$ cat config.mk
export PLATFORM = sky130hd
export DESIGN_NAME = asm_bus_strobe
export DESIGN_NICKNAME = d
export VERILOG_FILES = /design/src/asm_pkg.sv /design/src/asm_sync2.sv /design/src/asm_bus_strobe.sv
export VERILOG_INCLUDE_DIRS = /design/src
export SDC_FILE = /design/constraint.sdc
export NUM_CORES = 1
export LEC_CHECK = 0
export BUFFER_PORTS_ARGS = -buffer_cell sky130_fd_sc_hd__buf_2
export CORE_ASPECT_RATIO = 0.8
export CORE_MARGIN = 4
export CORE_UTILIZATION = 45
export CTS_CLUSTER_DIAMETER = 100
export DETAILED_ROUTE_END_ITERATION = 6
export PLACE_DENSITY = 0.86
export REMOVE_ABC_BUFFERS = 1
export SETUP_SLACK_MARGIN = 0.3
export SYNTH_ARGS = -nofsm -noshare
export SYNTH_HDL_FRONTEND = slang
export SYNTH_SLANG_ARGS = --single-unit
$ cat constraint.sdc
create_clock -name mclk -period 1.9 [get_ports mclk]
set_input_delay 0.095 -clock mclk [delete_from_list [all_inputs] [get_ports mclk]]
set_output_delay 0.095 -clock mclk [all_outputs]
set_load 0.005 [all_outputs]
$ cat src/asm_cfg.svh
`ifndef ASM_CFG_SVH
`define ASM_CFG_SVH
`define ASM_ADDR_W 23
`define ASM_A20_POS 19
`define ASM_BYTE_SEL_BOTH 2'h0
`endif

$ cat src/asm_pkg.sv
package asm_pkg;
    // Bus request from the core side of the bus unit
    typedef struct packed {
        logic [22:0] phys_addr_lines;
        logic upper_byte_sel_n;
        logic lower_byte_sel_n;
        logic [2:0] cycle_def;
    } asm_req_s;
    typedef enum logic [2:0] {
        ST_IDLE = 3'h1,
        ST_ADDR = 3'h2,
        ST_WAIT = 3'h4
    } asm_state_e;
endpackage

$ cat src/asm_sync2.sv
`timescale 1ns/1ps
// Two-stage synchroniser for a pin input
module asm_sync2 (
    input wire logic mclk,
    input wire logic srst,
    input wire logic din,
    output logic dout
);
    logic s1_ff;
    logic s2_ff;
    logic nxt_s1;
    logic nxt_s2;
    // Reset to high: pin pulled up reads inactive
    always_comb begin
        nxt_s1 = srst ? 1'h1 : din;
        nxt_s2 = srst ? 1'h1 : s1_ff;
    end
    always_ff @(posedge mclk) begin
        s1_ff <= nxt_s1;
        s2_ff <= nxt_s2;
    end
    assign dout = s2_ff;
endmodule

$ cat src/asm_bus_strobe.sv
`timescale 1ns/1ps
`include "asm_cfg.svh"
module asm_bus_strobe (
    input wire logic mclk,
    input wire logic srst,
    input wire asm_pkg::asm_req_s req,
    input wire logic req_valid,
    output logic req_ready,
    input wire logic pipeline_en,
    input wire logic ready_n,
    input wire logic float_req,
    input wire logic paging_en,
    input wire logic bit20_mask_enable,
    input wire logic bit20_mask_in_n,
    output logic [22:0] cache_addr,
    output asm_pkg::asm_req_s bus_out,
    output logic bus_out_oe,
    output logic cycle_addr_strobe_n,
    output logic cycle_addr_strobe_oe
);
    import asm_pkg::*;

    logic mask_pin_n;
    asm_state_e state_ff;
    asm_state_e nxt_state;
    logic busy_ff;
    logic nxt_busy;
    logic strobe_ff;
    logic nxt_strobe;
    logic mask_en_ff;
    logic nxt_mask_en;
    asm_req_s out_ff;
    asm_req_s nxt_out;
    asm_req_s fixed;
    logic mask_act;
    logic ready_s;
    logic float_s;

    // Pin inputs cross into mclk domain first
    asm_sync2 u_sync_mask (
        .mclk(mclk),
        .srst(srst),
        .din(bit20_mask_in_n),
        .dout(mask_pin_n)
    );
    asm_sync2 u_sync_rdy (
        .mclk(mclk),
        .srst(srst),
        .din(ready_n),
        .dout(ready_s)
    );
    asm_sync2 u_sync_flt (
        .mclk(mclk),
        .srst(srst),
        .din(~float_req),
        .dout(float_s)
    );

    // Masking needs the enable bit, the pin low and paging off
    assign mask_act = mask_en_ff && !mask_pin_n && !paging_en;
    always_comb begin
        fixed = req;
        if (mask_act) begin
            fixed.phys_addr_lines[`ASM_A20_POS] = 1'h0;
        end
        // Forbidden all-idle lanes become a full word access
        if (req.upper_byte_sel_n && req.lower_byte_sel_n) begin
            {fixed.upper_byte_sel_n, fixed.lower_byte_sel_n} = `ASM_BYTE_SEL_BOTH;
        end
    end
    assign cache_addr = fixed.phys_addr_lines;

    // Next cycle may start when idle, or pipelined while previous is pending
    // Ready is seen through the synchroniser, so it ends a cycle two clocks late
    assign req_ready = float_s && !strobe_ff && (!busy_ff || pipeline_en || !ready_s);

    // Cycle sequencer: address latched on the same edge that raises the strobe
    always_comb begin
        nxt_state = state_ff;
        nxt_busy = busy_ff;
        nxt_strobe = 1'h0;
        nxt_out = out_ff;
        nxt_mask_en = bit20_mask_enable;
        if (busy_ff && !ready_s) begin
            nxt_busy = 1'h0;
        end
        case (state_ff)
            ST_IDLE, ST_WAIT: begin
                if (req_valid && req_ready) begin
                    nxt_out = fixed;
                    nxt_strobe = 1'h1;
                    nxt_state = ST_ADDR;
                end else if (!nxt_busy) begin
                    nxt_state = ST_IDLE;
                end
            end
            ST_ADDR: begin
                // Pipelined strobe stays until the earlier cycle completes
                if (busy_ff && ready_s) begin
                    nxt_strobe = 1'h1;
                end else begin
                    nxt_busy = 1'h1;
                    nxt_state = ST_WAIT;
                end
            end
            default: begin
                nxt_state = ST_IDLE;
            end
        endcase
        // Reset parks the pins at a legal idle pattern: one lane, no strobe
        if (srst) begin
            nxt_state = ST_IDLE;
            nxt_busy = 1'h0;
            nxt_strobe = 1'h0;
            nxt_mask_en = 1'h0;
            nxt_out = '0;
            nxt_out.upper_byte_sel_n = 1'h1;
        end
    end
    // Registers only; every decision is made in the process above
    always_ff @(posedge mclk) begin
        state_ff <= nxt_state;
        busy_ff <= nxt_busy;
        strobe_ff <= nxt_strobe;
        mask_en_ff <= nxt_mask_en;
        out_ff <= nxt_out;
    end

    // Pin drivers; enables follow the synchronised float request
    assign bus_out = out_ff;
    assign cycle_addr_strobe_n = !strobe_ff;
    assign cycle_addr_strobe_oe = float_s;
    assign bus_out_oe = float_s;
endmodule

Yosys cells after proc, flatten, opt, wreduce, memory -nomap -nowiden
Cells that the tools add are included.
{"block": "word_totals", "register_bits": 40, "output_inout_bits": 55, "word_cells": 50}
{"block": "classes", "eq_ne": 5, "mux": 12, "n_bitwise": 1, "reduce_logical": 18}
{"operator": "two-way mux 3 bit", "count": 3}
{"operator": "logical AND 1 bit", "count": 8}
{"operator": "two-way mux 1 bit", "count": 6}
{"operator": "one-hot mux 3 bit (2 select lines)", "count": 1}
{"operator": "zero test 1 bit", "count": 5}
{"operator": "AND reduction 2 bit", "count": 2}
{"operator": "== test 3 x 1 -> 1 bit (second input constant)", "count": 1}
{"operator": "== test 3 x 2 -> 1 bit (second input constant)", "count": 1}
{"operator": "== test 3 bit (second input constant)", "count": 1}
{"operator": "!= test 3 bit (second input constant)", "count": 1}
{"operator": "logical OR 1 bit", "count": 2}
{"operator": "two-way mux 2 bit", "count": 1}
{"operator": "!= test 2 bit (second input constant)", "count": 1}
{"operator": "one-hot mux 1 bit (2 select lines)", "count": 1}
{"operator": "OR reduction 2 bit", "count": 1}
{"operator": "NOT 1 bit", "count": 1}

Longest topological paths before layout
Gate-level depths: netlist of run 1.
{"block": "depth", "ltp_word": 7, "ltp_mapped": 6}

Modules after synthesis
A second synthesis of run 1 with hierarchy kept.
{"block": "unflattened", "cells_unflattened": 192, "area_unflattened_um2": 1803.0}
{"mod": "asm_bus_strobe", "instances": 1, "cells_each": 180, "area_per_inst_um2": 1645.3}
{"mod": "asm_sync2", "instances": 3, "cells_each": 4, "area_per_inst_um2": 52.6}

Worst setup path after synthesis of run 1
Ideal clock, no wire load.
{"block": "synth_path", "path_type": "flip-flop to flip-flop", "start": "register busy_ff", "end": "register out_ff (netlist bit bus_out[3])", "setup_ns": 0.072, "arrival_time_ns": 1.355, "path_slack_ns": 0.473, "stages_incl_launch_ff": 7, "period_less_slack_ns": 1.427, "path_cell_list": "dfxtp_1 > and3b_1 > buf_6 > nor4_2 > buf_4 > buf_12 > mux2i_1"}
{"block": "synth_between", "elab_chain_len": 6}
{"item": "start, declared", "line_no": "asm_bus_strobe.sv:26", "source": "logic busy_ff;"}
{"item": "start signal, assigned", "line_no": "asm_bus_strobe.sv:123", "source": "busy_ff <= nxt_busy;"}
{"item": "zero test 1 bit", "line_no": "asm_bus_strobe.sv:75", "source": "assign req_ready = float_s && !strobe_ff && (!busy_ff || pipeline_en || !ready_s);"}
{"item": "logical OR 1 bit (2 in series)", "line_no": "asm_bus_strobe.sv:75"}
{"item": "logical AND 1 bit", "line_no": "asm_bus_strobe.sv:75"}
{"item": "logical AND 1 bit", "line_no": "asm_bus_strobe.sv:89", "source": "if (req_valid && req_ready) begin"}
{"item": "AND reduction 2 bit (no source line)"}
{"item": "end signal, assigned", "line_no": "asm_bus_strobe.sv:126", "source": "out_ff <= nxt_out;"}
{"item": "end, declared", "line_no": "asm_bus_strobe.sv:32", "source": "asm_req_s out_ff;"}
No other way between the ends.
A chain may end at the register's enable or synchronous reset.

Final worst setup path of run 1
{"block": "layout_path", "start": "register busy_ff", "end": "register out_ff (netlist bit bus_out[8])"}
The elaborated chain is that of the path after synthesis.

==> impl_results.md, run 1 <==
- Outcome: complete, no violations
- Fin cells: 321
- Leakage: 1.08 nW
- Syn-to-layout area delta: 24.7%
- Final wirelength: 3.67 mm
- Vias: 1484
- Area after DPL: 2120 sq um
- Worst-margin pin slew: 0.429 ns
- Max reg flops: 28
- Worst setup path startpoint: busy_ff
- Reg clk slew, reported paths: 0.07 ns
- Die area: 5110 sq um
- Remaining global-route overflow: 0
- Crit start category: flip-flop
- Vias in the first global route: 1328
- Post-Syn Instances: 195
- Largest net degree at the start of global routing: 56
- Unrepaired setup endpoints after global routing: false
- Post-DP HPWL: 2.65 mm
- R2R cell count: 4
- Reg-to-Reg Start: busy_ff
- Post-synth cell types: 33
- Initial antenna violation count: 0
- Max-slew headroom: 0.711
- Core area: 3830 sq um
- Num CTS Buffers: 5
- N_diodes: 0
- Most frequent cells in the layout: buf_2 (91), nand2_1 (54), dfxtp_1 (40)
- End point of the critical path: bus_out[8]
- Finish-stage setup viols: 0
- H-tree levels: 2
- Iter 0 DRT Violations: 47
- Die boundary width: 78.9 um
- Synthesized area per cell: 9.28 sq um
- Flop-to-flop setup slack: 0.41 ns
- Design Area, Final: 2260 sq um
- CTS tree: built
- Power density over the cells: 810 nW/um^2
- CP Class: flip-flop to flip-flop
- Final hold viol count: 0
- Sequential fraction of the synthesis area: 0.442
- Yosys warns: 0
- Final slew viol count: 0
- First-pass iteration count of the detailed router: 4
- IO Count: 92
- Synth Register Bits: 40
- Placed Cells: 308
- Max-cap viol count: 0
- Routability Congestion: 0.811
- VDD IR max: 547 uV
- Worst Path Required: 2.11 ns
- Fmax: 671 MHz
- Crit-path max FO: 24
- Starting Density: 0.473
- R2r endpoint: bus_out[8]
- Setup TNS: 0 ns
- Syn Std Cell Area: 1810 sq um
- Clock Tree Buf Depth: 2
- DRT antenna net count: 0
- Root buffer cell: clkbuf_8
- Final period utilization: 0.785
- Rows: 20
- Crit path DAT: 1.70 ns
- Tmin final: 1.49 ns
- Die Y: 64.7 um
- Final Skew: 0.00581 ns
- Most common cell after layout, fill and taps aside: buf_2
- Clock latency on the worst-skew pair: 0.28 ns
- Critical Path End Type: flip-flop
- Share of layout cells above drive strength 1: 0.417
- Clock sinks: 40
- Total track usage: 0.142
- Port bufs: 91
- First-pass GRT wire length: 5.87 mm
- Post-CTS sizing: 0
- DR vias/cell: 4.62
- Net count, final: 302
- # DRC: 0
- Hold Path Class: input port to flip-flop
- WL per Instance: 11.4 um
- Hold_ws: 0.0103 ns
## repair_timing
item	CTS	global route
setup buffers	0	3
hold buffers	2	0
endpoints found under the hold margin	2	0
setup endpoints to repair	0	25
## cells by family after synthesis
kind of cell | synth area share
flip-flops | 0.442
multiplexers | 0.149
AO/OA/AOI/OAI | 0.0463
AND/OR/NAND/NOR | 0.195
XOR/XNOR | 0.00968
buffers and inverters | 0.158
## synth_stat cells (all sizes together)
cell    instances  area [sq um]
nand2          54           203
nor4            2          18.8
or4             1          7.51
dfxtp          40           801
mux2i          27           270
and4b           1          10.0
clkinv          1          3.75
xnor2           2          17.5
o41ai           1          8.76
nor3            1          5.00
a311oi          1          8.76
o31a            3          26.3
nor3b           1          7.51
and3b           1          8.76
nand2b          3          18.8
nand3b          1          7.51
nor4b           1          8.76
o21ai           3          15.0
or2             5          31.3
buf            28           239
nor2b           1          6.26
a211oi          1          7.51
inv             3          11.3
and2            1          6.26
nand3           1          5.00
o311ai          2          17.5
clkbuf          8          31.3
or3b            1          8.76
## power breakdown
group | leakage, nW | internal [mW] | switching [mW]
clock network | 0.0445 | 0.295 | 0.279
logic | 0.707 | 0.172 | 0.149
registers | 0.329 | 0.899 | 0.0351
## layout make-up
class / instances / area, sq um
Fill cell: 349 / 1570
Multi-Input combinational cell: 115 / 733
Tap cell: 55 / 68.8
Clock inverter: 1 / 7.51
Sequential cell: 40 / 801
Timing Repair Buffer: 99 / 546
Clock buffer: 7 / 86.3
Inverter: 4 / 15.0
## worst max-delay path, cell delays in order (launching register included)
cell and delay (ns):
dfxtp_1 0.32, and3b_1 0.27, nor4_4 0.36, buf_12 0.24
mux2i_1 0.21
## layer usage
layer	vias up	global-route usage	wire length [um]
li1	761	-	-
met2	51	0.242	1710
met1	670	0.179	1710
met4	0	0.0322	20
met3	2	0.0417	238
met5	-	0	0
## worst min path at each step
stage / from / slack, ns / to / depth (start not counted)
floorplan: float_req / 0.16 / u_sync_flt.s1_ff / 1
global placement: float_req / 0.26 / u_sync_flt.s1_ff / 2
detailed placement: float_req / 0.26 / u_sync_flt.s1_ff / 2
CTS: ready_n / 0.002 / u_sync_rdy.s1_ff / 2
global route: ready_n / 0.0002 / u_sync_rdy.s1_ff / 2
finish: ready_n / 0.01 / u_sync_rdy.s1_ff / 2
## through the flow
step / setup slack, ns / utilization / power, mW
3_3_place_gp: 0.460 / 0.554 / 1.26
6_report: 0.409 / 0.590 / 1.83
5_1_grt: 0.303 / 0.590 / 1.93
4_1_cts: 0.353 / 0.584 / 1.84
3_5_place_dp: 0.383 / 0.554 / 1.27
2_1_floorplan: -1.28 / - / 1.10
Power figures use the tool's default switching activity.
==> inputs of run 2 (changes only) <==
- ABC_AREA: unset -> 1
- CORE_UTILIZATION: 45 -> 44
- PLACE_DENSITY: 0.86 -> 0.85
- clock period: 1.9 -> 1.5 ns (I/O delays scaled with it)
==> impl_results.md, run 2 <==
- Outcome: complete, no violations
- Post-synth cell types: 23
- Post-Syn Instances: 209
- Share of layout cells above drive strength 1: 0.498
- Final hold viol count: 0
- DR vias/cell: 4.71
- Num CTS Buffers: 5
- Final period utilization: 0.832
- Hold Path Class: input port to flip-flop
- Unrepaired setup endpoints after global routing: true
- Clock sinks: 40
- Crit-path max FO: 12
- Worst-margin pin slew: 0.292 ns
- Most common cell after layout, fill and taps aside: buf_2
- Max-slew headroom: 0.805
- Rows: 20
- IO Count: 92
- Final Skew: 0.00472 ns
- Reg area: 805 sq um
- Root buffer cell: clkbuf_8
- Port bufs: 91
- Tmin final: 1.25 ns
- FILL cells: 354
- Final Power: 2.70 mW
- Final slew viol count: 0
- N_diodes: 0
- Fin cells: 342
- First-pass iteration count of the detailed router: 4
- Die area: 5080 sq um
- Total track usage: 0.180
- Vias in the first global route: 1572
- Max reg flops: 28
- Fmax: 801 MHz
- Top-count cell post-synth: dfxtp_1
- Syn-to-layout area delta: 33.0%
- Crit start category: flip-flop
- Initial antenna violation count: 0
- VDD IR max: 562 uV
- List of most frequent post-synthesis cells: dfxtp_1 (40), nor2_1 (30), buf_4 (25)
- Die boundary width: 78.7 um
- Synthesized area per cell: 8.42 sq um
- Max-cap viol count: 0
- Crit path DAT: 1.42 ns
- Iter 0 DRT Violations: 109
- Clock latency on the worst-skew pair: 0.28 ns
- Synth area leaders: dfxtp_1 (45%), buf_4 (11%), o21ai_0 (6.8%)
- Reg clk slew, reported paths: 0.07 ns
- # DRC: 0
- Net count, final: 323
- Leakage: 1.17 nW
- Post-DP HPWL: 2.98 mm
- Sequential fraction of the synthesis area: 0.455
- Critical Path End Type: flip-flop
- First-pass GRT wire length: 7.17 mm
- Yosys warns: 0
- Starting Density: 0.460
- Most frequent cells in the layout: buf_2 (92), dfxtp_1 (37), nor2_1 (30)
- Final wirelength: 4.38 mm
- Placed Cells: 325
- Syn Std Cell Area: 1760 sq um
- WL per Instance: 12.8 um
- Largest net degree at the start of global routing: 22
- Top-area cell type share of the netlist area: 0.455
- Synth Register Bits: 40
- Clock Tree Buf Depth: 2
- H-tree levels: 2
- Vias: 1610
- Worst Path Required: 1.67 ns
- Remaining global-route overflow: 0
- Die Y: 64.6 um
- Finish-stage setup viols: 0
- Area of the multi-input gates: 664 sq um
- Async set or reset register ratio after synthesis: 0
- Routability Congestion: 0.724
- CTS tree: built
- DRT antenna net count: 0
- Core area: 3830 sq um
- CP Class: flip-flop to flip-flop
- Power density over the cells: 1150 nW/um^2
- Commonest register cell after synthesis: dfxtp_1
- Post-synth EDFFs: 0
- Cell taking the most area after synthesis: dfxtp_1
-- run 2: cell count changes in the layout (fill, tap and decap cells not counted), sizes merged, moves of 3 or more --
cell / previous run / this run
o21ai: 3 / 29
nor3: 1 / 25
nand3: 1 / 10
inv: 3 / 14
mux2i: 27 / 0
nand2b: 3 / 0
o31a: 3 / 0
nor2: 0 / 32
buf: 97 / 103
a21oi: 0 / 4
nand2: 54 / 11
-- run 2: cell type report --
type	count	share of cell area
Clock buffer	6	0.0353
Clock inverter	2	0.00427
Inverter	14	0.0224
Multi-Input combinational cell	118	0.284
Sequential cell	40	0.343
Tap cell	55	0.0294
Timing Repair Buffer	107	0.282
-- run 2: final timing paths --
check,from,end,slack (ns),cells after the start
hold / removal,req[1],bus_out[1],0.02,3
hold reg to reg,u_sync_rdy.s1_ff,u_sync_rdy.dout,0.42,1
setup reg to reg,u_sync_flt.dout,state_ff[0],0.25,8
setup / recovery,u_sync_flt.dout,state_ff[0],0.25,8
-- run 2: worst max-delay path, cell delays in order, from the launching register on --
cell and delay (ns):
dfxtp_2 0.34, inv_2 0.04, nor2_4 0.12, nand3_4 0.14
buf_12 0.18, nand2_1 0.10, nand2_1 0.07, nand3_1 0.07
nand3_1 0.07
-- run 2: cell families (layout without fill, tap and decap cells) --
kind of cell	count (synthesis)	count (layout)	share of synthesized area
AO/OA/AOI/OAI	34	34	0.0981
flip-flops	40	40	0.455
AND/OR/NAND/NOR	84	84	0.258
buffers and inverters	51	129	0.189
-- run 2: through the flow --
step	TNS [ns]	hold WS (ns)	worst slack, ns	area, sq um	utilization
after floorplan	-5.89	0.144	-0.296	1480	-
after global placement	0	0.251	0.248	2080	0.544
after detailed placement	0	0.260	0.192	2080	0.544
after CTS	0	0.0120	0.244	2310	0.604
after global routing	0	0.0251	0.152	2340	0.612
final	0	0.0250	0.252	2340	0.612
-- run 2: timing repair --
item | 4_1_cts | 5_1_grt
pin swaps | 3 | 4
endpoints found under the setup margin | 26 | 34
hold buffers | 4 | 0
cloned | 2 | 0
buffers inserted | 2 | 1
gates resized for setup | 12 | 9
endpoints found under the hold margin | 4 | 0
-- run 2: per-layer routing --
| metal | routed length, um | global-route usage | vias to the layer above |
|---|---|---|---|
| met5 | 0 | 0 | - |
| met4 | 41 | 0.0611 | 0 |
| met3 | 280 | 0.0403 | 5 |
| met2 | 2240 | 0.317 | 61 |
| met1 | 1820 | 0.217 | 739 |
| li1 | - | - | 805 |
-- run 2: power breakdown --
group	switching, mW	internal, mW	total (mW)
registers	0.0645	1.19	1.26
clock network	0.344	0.367	0.711
logic	0.386	0.343	0.729
